==> config.mk <==
export PLATFORM = sky130hd
export DESIGN_NAME = dtp_timer
export DESIGN_NICKNAME = d
export VERILOG_FILES = /design/src/hw/dtp_pkg.sv /design/src/hw/dtp_timer.sv
export SDC_FILE = /design/constraint.sdc
export NUM_CORES = 1
export LEC_CHECK = 0
export BUFFER_PORTS_ARGS = -buffer_cell sky130_fd_sc_hd__buf_4
export CORE_MARGIN = 2
export CORE_UTILIZATION = 25
export DETAILED_ROUTE_END_ITERATION = 10
export MAX_ROUTING_LAYER = met4
export PLACE_DENSITY = 0.48
export SYNTH_ARGS = -nofsm -noshare
export SYNTH_HDL_FRONTEND = slang
export SYNTH_SLANG_ARGS = --single-unit
==> constraint.sdc <==
create_clock -name pclk -period 2.7 [get_ports pclk]
set_input_delay 0.675 -clock pclk [delete_from_list [all_inputs] [get_ports pclk]]
set_output_delay 0.675 -clock pclk [all_outputs]
set_load 0.005 [all_outputs]
==> src/hw/dtp_pkg.sv <==
package dtp_pkg;
	// register byte addresses on the APB bus
	localparam logic [7:0] ADDR_CONTROL_ONE = 8'h00;
	localparam logic [7:0] ADDR_CONTROL_TWO = 8'h04;
	localparam logic [7:0] ADDR_RELOAD_LOW = 8'h08;
	localparam logic [7:0] ADDR_DUTY_LOW = 8'h0C;
	localparam logic [7:0] ADDR_HIGH_BITS = 8'h10;
	localparam logic [7:0] ADDR_PRESCALER_COUNT = 8'h14;
	localparam logic [7:0] ADDR_BUZZER_CONTROL = 8'h18;
	localparam logic [7:0] ADDR_INTERRUPT_FLAGS = 8'h1C;
	localparam logic [7:0] ADDR_INTERRUPT_ENABLES = 8'h20;
	localparam logic [7:0] ADDR_GLOBAL_CONTROL = 8'h24;
	localparam logic [7:0] ADDR_COUNT_VALUE = 8'h28;

	// counter_control_one fields
	localparam int BIT_PWM_OUTPUT_ENABLE = 7;
	localparam int BIT_PWM_ACTIVE_LOW = 6;
	localparam int BIT_ONE_SHOT_SELECT = 2;
	localparam int BIT_RELOAD_SELECT = 1;
	localparam int BIT_COUNTER_ENABLE = 0;
	// counter_control_two fields
	localparam int BIT_CLOCK_SOURCE_SELECT = 5;
	localparam int BIT_EXTERNAL_EDGE_SELECT = 4;
	localparam int BIT_PRESCALER_ENABLE_N = 3;
	localparam int POS_PRESCALER_RATIO = 0;
	// reload_duty_high_bits fields
	localparam int POS_RELOAD_HIGH = 4;
	localparam int POS_DUTY_HIGH = 0;
	// buzzer_control fields
	localparam int BIT_BUZZER_ENABLE = 7;
	localparam int POS_BUZZER_FREQ_SELECT = 0;
	// flag, enable and global bits
	localparam int BIT_UNDERFLOW_FLAG = 3;
	localparam int BIT_UNDERFLOW_IRQ_ENABLE = 3;
	localparam int BIT_GLOBAL_IRQ_ENABLE = 0;

	// reset values and the free-run restart value
	localparam logic [7:0] RESET_CONTROL_ONE = 8'h00;
	localparam logic [7:0] RESET_CONTROL_TWO = 8'h08;
	localparam logic [7:0] RESET_HIGH_BITS = 8'h00;
	localparam logic [7:0] RESET_BUZZER_CONTROL = 8'h0F;
	localparam logic [9:0] RESET_COUNT = 10'h3FF;
	localparam logic [9:0] RESET_RELOAD = 10'h3FF;
	localparam logic [9:0] RESET_DUTY = 10'h000;
	localparam logic [7:0] RESET_PRESCALER = 8'hFF;
	localparam logic [9:0] FREE_RUN_START = 10'h3FF;

	typedef struct packed {
		logic drive;
		logic level;
	} dtp_pin_t;
endpackage : dtp_pkg

==> src/hw/dtp_timer.sv <==
// Behaviour
// - a 10-bit down-counter behind a prescaler feeds both pwm and buzzer outputs
// - high reload bits first, low byte commits; when enabled, load waits for underflow
// - with the counter disabled, a low reload byte write loads the counter at once
// - reading the counter register returns the live count, not the reload value
// - counting runs only while counter_enable is set
// - clock_source_select 1 picks the external pin, 0 the instruction clock
// - external_edge_select 1 counts falling edges, 0 counts rising edges
// - prescaler_enable_n 0 enables the prescaler; ratio divides 1:2 to 1:256
// - the prescaler count is readable
// - one-shot counts down once to zero, flags underflow, then stops
// - continuous mode restarts from reload value or 0x3FF per reload_select
// - each underflow sets the flag; irq needs both enables set
// - the flag stays set until software writes 0 to it
// - pwm enable drives pwm onto the shared pin as an output
// - pwm_active_low 1 makes pwm active low, 0 active high
// - duty sets active clocks per frame; 0 never active, 0x3FF gives 1023
// - high duty bits first, low byte stages; when enabled, new duty applies after underflow
// - buzzer enable drives buzzer onto the shared pin as an output
// - buzzer select top bit picks prescaler (0) or counter (1) as source
// - pwm wins over buzzer on the shared pin
// - buzzer select 0-7 is prescaler 1:2..1:256, 8-15 counter bits 0..7
// - shared pin priority: comparator, then pwm, then buzzer
//
// Added by the designer: the address map and register access over APB.
module dtp_timer (
	input wire logic pclk,
	input wire logic presetn,
	input wire logic psel,
	input wire logic penable,
	input wire logic pwrite,
	input wire logic [7:0] paddr,
	input wire logic [31:0] pwdata,
	input wire logic [3:0] pstrb,
	output logic pready,
	output logic [31:0] prdata,
	output logic pslverr,
	input wire logic external_count_clock,
	input wire logic comparator_out_enable,
	input wire logic comparator_out,
	output logic shared_output_pin_o,
	output logic shared_output_pin_oe,
	output logic irq
);
	logic [7:0] counter_control_one;
	logic [7:0] counter_control_two;
	logic [7:0] reload_duty_high_bits;
	logic [7:0] buzzer_control;
	logic underflow_flag;
	logic underflow_irq_enable;
	logic global_irq_enable;
	logic [9:0] reload_value;
	logic [9:0] duty_staged;
	logic [9:0] duty_active;
	logic [9:0] count;
	logic [7:0] prescaler_count_value;
	logic one_shot_done;
	logic ext_sync1;
	logic ext_sync2;
	logic ext_prev;
	dtp_pkg::dtp_pin_t pin;

	// prescaler bits that must all be set for a tick: ratio 0 needs bit 0, ratio 7 needs all eight
	function automatic logic [(2 ** 3) - 1:0] ratio_mask(input logic [2:0] sel);
		ratio_mask = 8'(({1'b0, 8'hFF} >> (3'h7 - sel)));
	endfunction : ratio_mask

	// bus decode
	wire setup_phase = psel & ~penable;
	wire bus_write = psel & penable & pready & pwrite & pstrb[0];
	wire [7:0] wbyte = pwdata[7:0];
	wire wr_control_one = bus_write & (paddr == dtp_pkg::ADDR_CONTROL_ONE);
	wire wr_control_two = bus_write & (paddr == dtp_pkg::ADDR_CONTROL_TWO);
	wire wr_reload_low = bus_write & (paddr == dtp_pkg::ADDR_RELOAD_LOW);
	wire wr_duty_low = bus_write & (paddr == dtp_pkg::ADDR_DUTY_LOW);
	wire wr_high_bits = bus_write & (paddr == dtp_pkg::ADDR_HIGH_BITS);
	wire wr_buzzer = bus_write & (paddr == dtp_pkg::ADDR_BUZZER_CONTROL);
	wire wr_flags = bus_write & (paddr == dtp_pkg::ADDR_INTERRUPT_FLAGS);
	wire wr_enables = bus_write & (paddr == dtp_pkg::ADDR_INTERRUPT_ENABLES);
	wire wr_global = bus_write & (paddr == dtp_pkg::ADDR_GLOBAL_CONTROL);

	// control fields
	wire counter_enable = counter_control_one[dtp_pkg::BIT_COUNTER_ENABLE];
	wire one_shot_select = counter_control_one[dtp_pkg::BIT_ONE_SHOT_SELECT];
	wire reload_select = counter_control_one[dtp_pkg::BIT_RELOAD_SELECT];
	wire pwm_output_enable = counter_control_one[dtp_pkg::BIT_PWM_OUTPUT_ENABLE];
	wire pwm_active_low = counter_control_one[dtp_pkg::BIT_PWM_ACTIVE_LOW];
	wire clock_source_select = counter_control_two[dtp_pkg::BIT_CLOCK_SOURCE_SELECT];
	wire external_edge_select = counter_control_two[dtp_pkg::BIT_EXTERNAL_EDGE_SELECT];
	wire prescaler_enable_n = counter_control_two[dtp_pkg::BIT_PRESCALER_ENABLE_N];
	wire [2:0] prescaler_ratio = counter_control_two[dtp_pkg::POS_PRESCALER_RATIO +: 3];
	wire buzzer_enable = buzzer_control[dtp_pkg::BIT_BUZZER_ENABLE];
	wire [3:0] buzzer_freq_select = buzzer_control[dtp_pkg::POS_BUZZER_FREQ_SELECT +: 4];
	wire [1:0] reload_high = reload_duty_high_bits[dtp_pkg::POS_RELOAD_HIGH +: 2];
	wire [1:0] duty_high = reload_duty_high_bits[dtp_pkg::POS_DUTY_HIGH +: 2];

	// clock source and edge; only the second sync stage feeds logic
	wire ext_rise = ext_sync2 & ~ext_prev;
	wire ext_fall = ~ext_sync2 & ext_prev;
	wire ext_edge = external_edge_select ? ext_fall : ext_rise;
	wire source_tick = clock_source_select ? ext_edge : 1'b1;
	wire running = counter_enable & ~one_shot_done;

	// prescaler: tick once every 2^(ratio+1) source ticks
	wire [7:0] mask = ratio_mask(prescaler_ratio);
	wire prescaler_wrap = (prescaler_count_value & mask) == mask;
	wire counter_tick = running & source_tick & (prescaler_enable_n | prescaler_wrap);
	wire underflow = counter_tick & (count == 10'h000);

	// next count on a tick
	wire [9:0] restart_value = reload_select ? reload_value : dtp_pkg::FREE_RUN_START;
	wire [9:0] next_count = underflow ? (one_shot_select ? count : restart_value) : count - 10'h001;

	// pwm: active while the count sits below duty, so duty clocks per frame
	wire pwm_active = count < duty_active;
	wire pwm_level = pwm_active ^ pwm_active_low;

	// buzzer: prescaler bit n gives 1:2^(n+1); counter bit n otherwise
	wire buzzer_level = buzzer_freq_select[3] ? count[buzzer_freq_select[2:0]]
		: prescaler_count_value[buzzer_freq_select[2:0]];

	// shared pin priority
	wire next_pin_drive = comparator_out_enable | pwm_output_enable | buzzer_enable;
	wire next_pin_level = comparator_out_enable ? comparator_out
		: pwm_output_enable ? pwm_level : buzzer_level;

	// read mux
	wire [9:0] reload_next = {reload_high, wbyte};
	logic [31:0] next_rdata;
	logic next_err;
	always_comb begin
		next_err = 1'b0;
		case (paddr)
			dtp_pkg::ADDR_CONTROL_ONE: next_rdata = {24'h000000, counter_control_one};
			dtp_pkg::ADDR_CONTROL_TWO: next_rdata = {24'h000000, counter_control_two};
			dtp_pkg::ADDR_RELOAD_LOW: next_rdata = {24'h000000, count[7:0]};
			dtp_pkg::ADDR_DUTY_LOW: next_rdata = {24'h000000, duty_staged[7:0]};
			dtp_pkg::ADDR_HIGH_BITS: next_rdata = {24'h000000, reload_duty_high_bits};
			dtp_pkg::ADDR_PRESCALER_COUNT: next_rdata = {24'h000000, prescaler_count_value};
			dtp_pkg::ADDR_BUZZER_CONTROL: next_rdata = {24'h000000, buzzer_control};
			dtp_pkg::ADDR_INTERRUPT_FLAGS: next_rdata = 32'(underflow_flag) << dtp_pkg::BIT_UNDERFLOW_FLAG;
			dtp_pkg::ADDR_INTERRUPT_ENABLES: next_rdata = 32'(underflow_irq_enable) << dtp_pkg::BIT_UNDERFLOW_IRQ_ENABLE;
			dtp_pkg::ADDR_GLOBAL_CONTROL: next_rdata = 32'(global_irq_enable) << dtp_pkg::BIT_GLOBAL_IRQ_ENABLE;
			dtp_pkg::ADDR_COUNT_VALUE: next_rdata = {22'h0, count};
			default: begin
				next_rdata = 32'h00000000;
				next_err = 1'b1;
			end
		endcase
	end

	// apb slave: one wait-free access phase, answer set up from the setup cycle
	always_ff @(posedge pclk or negedge presetn) begin
		if (!presetn) begin
			pready <= 1'b0;
			prdata <= 32'h00000000;
			pslverr <= 1'b0;
		end else begin
			pready <= setup_phase;
			prdata <= (setup_phase & ~pwrite) ? next_rdata : 32'h00000000;
			pslverr <= setup_phase & next_err;
		end
	end

	// control registers
	always_ff @(posedge pclk or negedge presetn) begin
		if (!presetn) begin
			counter_control_one <= dtp_pkg::RESET_CONTROL_ONE;
			counter_control_two <= dtp_pkg::RESET_CONTROL_TWO;
			reload_duty_high_bits <= dtp_pkg::RESET_HIGH_BITS;
			buzzer_control <= dtp_pkg::RESET_BUZZER_CONTROL;
			underflow_irq_enable <= 1'b0;
			global_irq_enable <= 1'b0;
		end else begin
			if (wr_control_one)
				counter_control_one <= wbyte;
			if (wr_control_two)
				counter_control_two <= wbyte;
			if (wr_high_bits)
				reload_duty_high_bits <= wbyte;
			if (wr_buzzer)
				buzzer_control <= wbyte;
			if (wr_enables)
				underflow_irq_enable <= wbyte[dtp_pkg::BIT_UNDERFLOW_IRQ_ENABLE];
			if (wr_global)
				global_irq_enable <= wbyte[dtp_pkg::BIT_GLOBAL_IRQ_ENABLE];
		end
	end

	// reload and duty buffers; the low byte write commits the high bits staged earlier
	always_ff @(posedge pclk or negedge presetn) begin
		if (!presetn) begin
			reload_value <= dtp_pkg::RESET_RELOAD;
			duty_staged <= dtp_pkg::RESET_DUTY;
			duty_active <= dtp_pkg::RESET_DUTY;
		end else begin
			if (wr_reload_low)
				reload_value <= reload_next;
			if (wr_duty_low)
				duty_staged <= {duty_high, wbyte};
			// a disabled counter has no underflow to wait for, so duty follows at once
			if (underflow | ~counter_enable)
				duty_active <= duty_staged;
		end
	end

	// counter, prescaler and one-shot stop
	always_ff @(posedge pclk or negedge presetn) begin
		if (!presetn) begin
			count <= dtp_pkg::RESET_COUNT;
			prescaler_count_value <= dtp_pkg::RESET_PRESCALER;
			one_shot_done <= 1'b0;
		end else begin
			if (wr_reload_low & ~counter_enable)
				count <= reload_next;
			else if (counter_tick)
				count <= next_count;
			if (running & source_tick & ~prescaler_enable_n)
				prescaler_count_value <= prescaler_count_value + 8'h01;
			// rewriting control one rearms a finished one-shot
			if (wr_control_one)
				one_shot_done <= 1'b0;
			else if (underflow & one_shot_select)
				one_shot_done <= 1'b1;
		end
	end

	// underflow flag: the set wins over a software clear in the same cycle
	always_ff @(posedge pclk or negedge presetn) begin
		if (!presetn)
			underflow_flag <= 1'b0;
		else if (underflow)
			underflow_flag <= 1'b1;
		else if (wr_flags & ~wbyte[dtp_pkg::BIT_UNDERFLOW_FLAG])
			underflow_flag <= 1'b0;
	end

	// external clock synchroniser and edge history
	always_ff @(posedge pclk or negedge presetn) begin
		if (!presetn) begin
			ext_sync1 <= 1'b0;
			ext_sync2 <= 1'b0;
			ext_prev <= 1'b0;
		end else begin
			ext_sync1 <= external_count_clock;
			ext_sync2 <= ext_sync1;
			ext_prev <= ext_sync2;
		end
	end

	// registered pin and interrupt outputs
	always_ff @(posedge pclk or negedge presetn) begin
		if (!presetn) begin
			pin <= '0;
			irq <= 1'b0;
		end else begin
			pin <= '{drive: next_pin_drive, level: next_pin_level};
			irq <= underflow_flag & underflow_irq_enable & global_irq_enable;
		end
	end

	assign shared_output_pin_o = pin.level;
	assign shared_output_pin_oe = pin.drive;
endmodule : dtp_timer

* Word level (Yosys, flattened, before mapping) *
Index checks and enable logic that the tools add are counted.

storage, ports and cells
  bits in registers = 124
  bits in latches = 0
  RAM bits = 0
  ROM bits = 0
  bits of input ports = 52
  output and inout bits = 37
  memories = 0

operators by class
  add/sub/neg operators = 3
  $mul = 0
  divide/modulo/power cells = 0
  $lt $le $gt $ge = 3
  eq/ne operators = 12
  shift operators = 1
  multiplexer cells = 21
  bitwise operators = 42
  reduce and logical (&&, ||, !) cells = 7

operators with widths
  cell                                                         count
  one-hot mux 10 bit (11 select lines)                         1
  2-to-1 mux 10 bit                                            5
  == test 8 x 5 -> 1 bit (second input constant)               4
  2-to-1 mux 32 bit                                            1
  bitwise AND 1 bit                                            28
  == test 8 x 6 -> 1 bit (second input constant)               3
  == test 8 x 4 -> 1 bit (second input constant)               2
  2-to-1 mux 1 bit                                             12
  OR reduction 11 bit                                          1
  zero test 10 bit                                             1
  less-than comparator 10 bit                                  1
  subtractor 10 x 1 -> 10 bit (second input constant)          1
  adder 8 x 1 -> 8 bit (second input constant)                 1
  bitwise AND 8 bit                                            1
  == test 8 x 3 -> 1 bit (second input constant)               1
  == test 8 bit                                                1
  zero test 8 bit                                              1
  inverter 1 bit                                               8
  >> shifter 8 x 3 -> 8 bit (first input constant)             1
  binary-select mux 1 bit (select 3 bit)                       2
  nonzero test 2 bit                                           3
  less-than comparator 3 x 5 -> 1 bit (second input constant)  1
  less-than comparator 3 x 4 -> 1 bit (second input constant)  1
  bitwise OR 1 bit                                             4
  4 further kinds                                              4

* Longest topological paths before layout *
Gate-level depths: netlist of run 1.

  depth after elaboration = 10
  mapped depth = 8

* Least setup slack after synthesis of run 1 *
Ideal clock, no wire load.

  path type = input-to-reg
  from = in paddr[1]
  to = reg counter_control_two[0]
  arrival = 2022 ps
  required time = 2575 ps
  path slack = 553 ps
  stages = 7
  buffers on the path = 1
  path through = or2_1 -> buf_2 -> nor2_1 -> nand2_1 -> nor2_2 -> nand2_1 -> mux2_2

on the way
  cells in the longest elaborated chain, start to end = 2

ends and longest elaborated chain
  item                    line              RTL
  from (decl)             dtp_timer.sv:32   input wire logic [7:0] paddr,
  == test 8 x 3 -> 1 bit  dtp_timer.sv:73   wire wr_control_two = bus_write & (paddr == dtp_pkg::ADDR_CONTROL_TWO);
  bitwise AND 1 bit       dtp_timer.sv:73
  to (signal assigned)    dtp_timer.sv:169  counter_control_two <= dtp_pkg::RESET_CONTROL_TWO;
  to (signal assigned)    dtp_timer.sv:178  counter_control_two <= wbyte;
  to (decl)               dtp_timer.sv:46   logic [7:0] counter_control_two;

No other way between the ends.
A chain may end at the register's enable or synchronous reset.

* Final worst setup path of run 1 *
  from = reg count[7]
  to = reg duty_active[0]

on the way
  cells in the longest elaborated chain, start to end = 3

ends and longest elaborated chain
  item                    line              RTL
  from (decl)             dtp_timer.sv:55   logic [9:0] count;
  from (signal assigned)  dtp_timer.sv:210  count <= dtp_pkg::RESET_COUNT;
  from (signal assigned)  dtp_timer.sv:215  count <= reload_next;
  from (signal assigned)  dtp_timer.sv:217  count <= next_count;
  zero test 10 bit        dtp_timer.sv:108  wire underflow = counter_tick & (count == 10'h000);
  bitwise AND 1 bit       dtp_timer.sv:108
  bitwise OR 1 bit        dtp_timer.sv:202  if (underflow | ~counter_enable)
  to (signal assigned)    dtp_timer.sv:195  duty_active <= dtp_pkg::RESET_DUTY;
  to (signal assigned)    dtp_timer.sv:203  duty_active <= duty_staged;
  to (decl)               dtp_timer.sv:54   logic [9:0] duty_active;

No other way between the ends.

==> run metrics, run 1 <==
status=completed; gp weighted congestion=0.825; vias in the first global route=3,907; Post-synth ARST share=100%; EDFF count, synth=0; Synth Area in Adders=2.81%; FF/Latch Area=2590 um^2; drt drc=0; CTS tree=yes; first-pass detailed-route iteration total=6; pre-CTS WS=167 ps; CTS Buf Count=9; Synth Area in Compound Gates=12.6%; Via-to-Cell Ratio=4.82; sequential area share after synthesis=roughly half; CP arrival=2650 ps; CTS H-tree depth=3; Post-CTS Setup Inserts=0; mapped cell area=between 5000 and 6000 um^2; Primary FF master, synth=dfrtp_1; Syn Area/Cell=11.7 um^2; clock sinks=~100; clock buffer depth=2; Slew @ Worst Pin=719 ps; synth warn=0; fill count=2,136; Final WS setup=301 ps; worst r2r src=count[7]; Overall Global Routing Usage=14.0%; multi-input combinational cell area=2500 um^2; number of gates resized after cts=0; # hold bufs at CTS=0; endpoints failing setup=0; dpl cells=767; RSZ-0062 raised after global routing=false; Max-Cap Viols=0; Worst-path clk slew=70 ps; Layout Skew=10.4 ps; initial antenna violation count=0; Synth cell types=67; Simple-Gate Fraction of Synth Area=roughly an eighth; post-DP HPWL=10.4 mm; required time of the critical path=just under 3000 ps; core box area=21,000 um^2; starting density of the core=25.4%; Hold Vio Cnt, Final=0; Min-Delay Path Class=input pin to async pin; first-pass GRT wire length=approximately 23 mm; pin count of the biggest net entering global routing=54; root buffer cell=clkbuf_16; Port Buffers=39; final worst-path cycle share=88.8%; max_slew headroom=52.0%; std cell rows=53; Slew Viols, Final=0; Peak VDD IR=0.000228 V; xor and xnor fraction of the mapped netlist area=~2.1%; DRT iter0 DRCs=around 280; crit-path max FO=10; Nets=567; worst skew pair latency=between 300 and 400 ps; crit end category=register; Final Critical Period=between 2000 and 2500 ps; Die Span Y=150 um; vias=about 3.8k; width of the die=roughly 150 um; Tot Pwr=between 3 and 4 mW; Pleak=2.72 nW; die area=22,500 um^2; fmax=0.417 GHz; ant diodes=0; WL/cell=18.4 um; largest family of logic cells by synthesized area=multiplexers; Critical Path Start=count[7]; Setup CP Type=register to register; antenna-violating nets left=0; share of cells above drive strength 1=36.6%; Final TNS setup=0 ps; Post-Syn Instances=457; Ports=just under 90; #FFs+latches synth=102; power per cell area=about 480 nW/um^2; DRT Wirelength=14.4 mm; startpoint types=register; Area growth syn-to-layout=16.9%; Finished Layout Cells=783; grt ovf=0; mux contribution to synthesized area=16.0%
-- cells in the mapped netlist (all sizes together), types with 3 or more instances --
cell	number	area, um^2
dfrtp	69	1730
a211oi	4	30.0
dfstp	33	867
and2	6	37.5
inv	23	86.3
xor2	8	70.1
nor2b	7	43.8
clkbuf	12	45.0
nand3	7	40.0
mux4	5	113
nor4	5	43.8
nor2	23	93.8
xnor2	5	43.8
nand2	20	82.6
a22oi	18	135
a221o	8	80.1
o21ai	8	51.3
nand3b	3	35.0
buf	27	190
ha	12	150
nor3	14	80.1
nand4	3	18.8
a222oi	6	60.1
a31oi	7	43.8
nand2b	6	37.5
mux2	66	743
a21oi	20	104
-- power breakdown --
part	leakage [nW]	total (mW)	internal [mW]	switching, mW
Combinational	1.29	0.152	0.0534	0.0984
Clock	0.144	1.33	0.743	0.584
Sequential	1.29	1.55	1.54	0.00780
Total	2.72	3.03	2.34	0.690
-- registers in the layout, summed over array words and instances (netlist names) --
register               cells
buzzer_control             8
irq                        1
ext_sync2                  1
ext_prev                   1
one_shot_done              1
counter_control_one        8
counter_control_two        8
pslverr                    1
prescaler_count_value      8
reload_duty_high_bits      8
underflow_irq_enable       1
duty_staged               10
prdata                    10
underflow_flag             1
reload_value              10
duty_active               10
pready                     1
shared_output_pin_o        1
shared_output_pin_oe       1
ext_sync1                  1
count                     10
global_irq_enable          1
-- stage by stage --
step,util (%),hold slack [ps],cell area [um^2]
6_report,29.7,358,6240
5_1_grt,29.7,373,6240
4_1_cts,29.7,359,6240
3_5_place_dp,28.3,343,5950
3_3_place_gp,28.3,339,5950
2_1_floorplan,-,331,5420
-- cells by family after synthesis --
group / count (synthesis)
AOI/OAI and AO/OA: 88
xor gates and xnor gates: 13
adders and majority gates: 12
buffers and inverters: 62
DFF: 102
muxes: 71
other: 1
and+or+nand+nor: 108
-- worst paths after layout --
check | endpoint | depth (start not counted) | slack, ps
worst max register to register | duty_active[0] | 4 | 300
worst min register to register | ext_sync2 | 0 | 360
worst min-delay path | global_irq_enable | 1 | 360
worst max-delay path | duty_active[0] | 4 | 300
max in group asynchronous | count[4] | 2 | 1610
min in group pclk | ext_sync2 | 0 | 360
-- layout by cell type (no fill, tap or decap), types with 3 or more instances in the layout --
master / Yosys / routed
o21ai_0: 6 / 6
nor2_2: 3 / 3
dfstp_2: 33 / 33
a31oi_1: 7 / 7
clkbuf_16: 0 / 9
nand2_2: 3 / 3
dfrtp_1: 69 / 69
nor2_1: 20 / 20
nand2b_1: 6 / 6
xor2_1: 8 / 8
mux4_2: 5 / 5
and2_1: 6 / 6
a22oi_1: 18 / 18
a21oi_1: 19 / 19
nand2_1: 17 / 17
nor2b_1: 7 / 7
inv_1: 23 / 23
ha_1: 12 / 12
conb_1: 1 / 22
a221o_1: 8 / 8
nand3_1: 6 / 6
buf_4: 22 / 51
a211oi_1: 4 / 4
mux2_2: 65 / 65
nor4_1: 3 / 3
nor3_1: 12 / 12
xnor2_1: 5 / 5
a222oi_1: 6 / 6
nand4_1: 3 / 3
-- routing by layer --
metal  vias up  track usage [%]  wire length, um
li1       1733                -                -
met1      1883             17.9             6430
met2       143             22.0             6760
met3        15             4.15             1070
met4         0             3.35              161
met5         -                -                0
-- worst max-delay path, cell delays in order (launching register included) --
cell      delay (ps)
dfstp_2          440
nor4_2           380
nand4b_1         530
o21ai_4          540
mux2_2           380
-- area by class of cell --
class / count / area share (%)
Timing Repair Buffer: 53 / 6.77
Multi-Input combinational cell: 314 / 40.1
Clock buffer: 12 / 3.95
Clock inverter: 4 / 0.762
Inverter: 23 / 1.38
Sequential cell: 102 / 41.5
Tap cell: 275 / 5.51
Note: power is estimated with default switching activity, not from simulation.
==> run 2: changes to the inputs <==
--- a/config.mk
+++ b/config.mk
@@ -6,8 +6,10 @@
 export NUM_CORES = 1
 export LEC_CHECK = 0
 export BUFFER_PORTS_ARGS = -buffer_cell sky130_fd_sc_hd__buf_4
+export CAP_MARGIN = 20
 export CORE_MARGIN = 2
 export CORE_UTILIZATION = 25
+export CTS_BUF_LIST = sky130_fd_sc_hd__clkbuf_4
 export DETAILED_ROUTE_END_ITERATION = 10
 export MAX_ROUTING_LAYER = met4
 export PLACE_DENSITY = 0.48
==> run 2 against run 1 <==
  * Utilization is 0.76 points lower
  * Non-clock buffer count stayed put
  * Sequential share of layout area is 1.1 points higher
  * Die area stayed put
  * Critical path depth is 2 higher
  * Via count is 0.74% higher
  * First-iteration DRC count is 4.3% lower
  * Worst setup slack better by 16 ps
  * Cell area is 2.6% lower
  * Sequential cell count stayed put
  * Sequential power hardly changed
  * Critical path type unchanged
==> run metrics, run 2 (synthesized netlist as in run 1, its figures left out) <==
CTS Buf Count=9; Layout Skew=24.3 ps; Hold Vio Cnt, Final=0; Reg2Reg Setup Slack=320 ps; drt drc=0; CTS tree=yes; Critical R2R Capture=count[7]; Tot Pwr=roughly 2.5 mW; DRT iter0 DRCs=270; WL/cell=18.5 um; Worst-path clk slew=approximately 160 ps; share of cells above drive strength 1=~37%; final worst-path cycle share=88.2%; Min-Delay Path Class=input pin to async pin; vias in the first global route=between 3k and 4k; Comb power frac=6.0%; grt ovf=0; worst skew pair latency=490 ps; first-pass detailed-route iteration total=5; power per cell area=416 nW/um^2; initial antenna violation count=0; Nets=567; gp weighted congestion=0.825; core box area=21,000 um^2; Sw Ratio=25.1%; clock buffer depth=2; status=completed; Finished Layout Cells=783; Overall Global Routing Usage=14.0%; required time of the critical path=3140 ps; pre-CTS WS=167 ps; # hold bufs at CTS=0; CP arrival=approximately 2800 ps; Setup CP Type=register to register; Net Switching=0.636 mW; root buffer cell=clkbuf_4; width of the die=150 um; Clk pwr share=roughly a third; Port Buffers=39; Via-to-Cell Ratio=about 5; Post-CTS Setup Inserts=0; crit end category=register; fmax=0.420 GHz; number of gates resized after cts=0; CTS H-tree depth=3; Flop pwr share=61.3%; std cell rows=53; worst r2r src=count[7]; Slew @ Worst Pin=725 ps; Final WS setup=~320 ps; die area=22,500 um^2; max_slew headroom=51.7%; Slew Viols, Final=0; final core occ=28.9%; endpoints failing setup=0; Area growth syn-to-layout=13.9%; RSZ-0062 raised after global routing=false; crit-path max FO=9; Final TNS setup=0 ps; Pint=1.89 mW; Reg2Reg Depth=6; startpoint types=register; Max-Cap Viols=0; pin count of the biggest net entering global routing=54; Die Span Y=150 um; dpl cells=767; post-DP HPWL=10.4 mm; ant diodes=0; vias=3,802; Pleak=~2.7 nW; Ports=89; commonest non-fill, non-tap cell in the layout=dfrtp_1; first-pass GRT wire length=between 20 and 25 mm; starting density of the core=25.4%; Peak VDD IR=0.000175 V; clock sinks=102; antenna-violating nets left=0; Final Critical Period=2380 ps; commonest cells after routing, fill and taps aside=dfrtp_1 (69), mux2_2 (65), buf_4 (51); DRT Wirelength=about 14 mm
==> run 2: cell count changes in the layout (fill, tap and decap cells not counted), sizes merged <==
cell,change
clkbuf,-1
clkinv,+1
==> run 2: critical path, cell delays in order (launching register included) <==
cell and delay, ps:
dfstp_2 470, nor4_2 380, nand4b_1 520, inv_1 220
nand2_1 120, a21oi_2 400, a221o_1 220
==> run 2: power by group through the flow <==
stage	logic, mW	clock network, mW	registers (mW)
after floorplan	0.0751	0	1.57
after global placement	0.151	0	1.58
after detailed placement	0.154	0	1.58
after CTS	0.155	0.865	1.55
after global routing	0.173	0.939	1.55
final	0.152	0.828	1.55
==> run 2: worst max path at each step <==
| stage | cells past startpoint | start | slack, ps | end |
|---|---|---|---|---|
| after floorplan | 7 | paddr[1] | 550 | counter_control_two[0] |
| after global placement | 6 | paddr[1] | 170 | counter_control_one[2] |
| after detailed placement | 6 | paddr[1] | 170 | counter_control_one[4] |
| after CTS | 6 | count[7] | 320 | count[7] |
| after global routing | 6 | count[7] | 100 | count[5] |
| final | 6 | count[7] | 320 | count[7] |
==> run 2: routing by layer <==
| layer | track usage [%] | part of all wire [%] |
|---|---|---|
| met1 | 18.0 | 46 |
| met2 | 21.7 | 47 |
| met3 | 4.30 | 6.5 |
| met4 | 3.02 | 0.99 |
| met5 | - | 0 |
==> run 2: final cells by class <==
type | count | area (um^2)
Sequential cell | 102 | 2590
Multi-Input combinational cell | 314 | 2500
Inverter | 23 | 86.3
Clock inverter | 5 | 51.3
Clock buffer | 11 | 82.6
Timing Repair Buffer | 53 | 423
Fill cell | 2159 | 14900
Tap cell | 275 | 344
==> run 2: metrics by stage <==
| step | area (um^2) | hold slack [ps] |
|---|---|---|
| final | 6080 | 217 |
| after global routing | 6080 | 223 |
| after CTS | 6080 | 213 |
| after detailed placement | 5950 | 343 |
| after global placement | 5950 | 339 |
| after floorplan | 5420 | 331 |
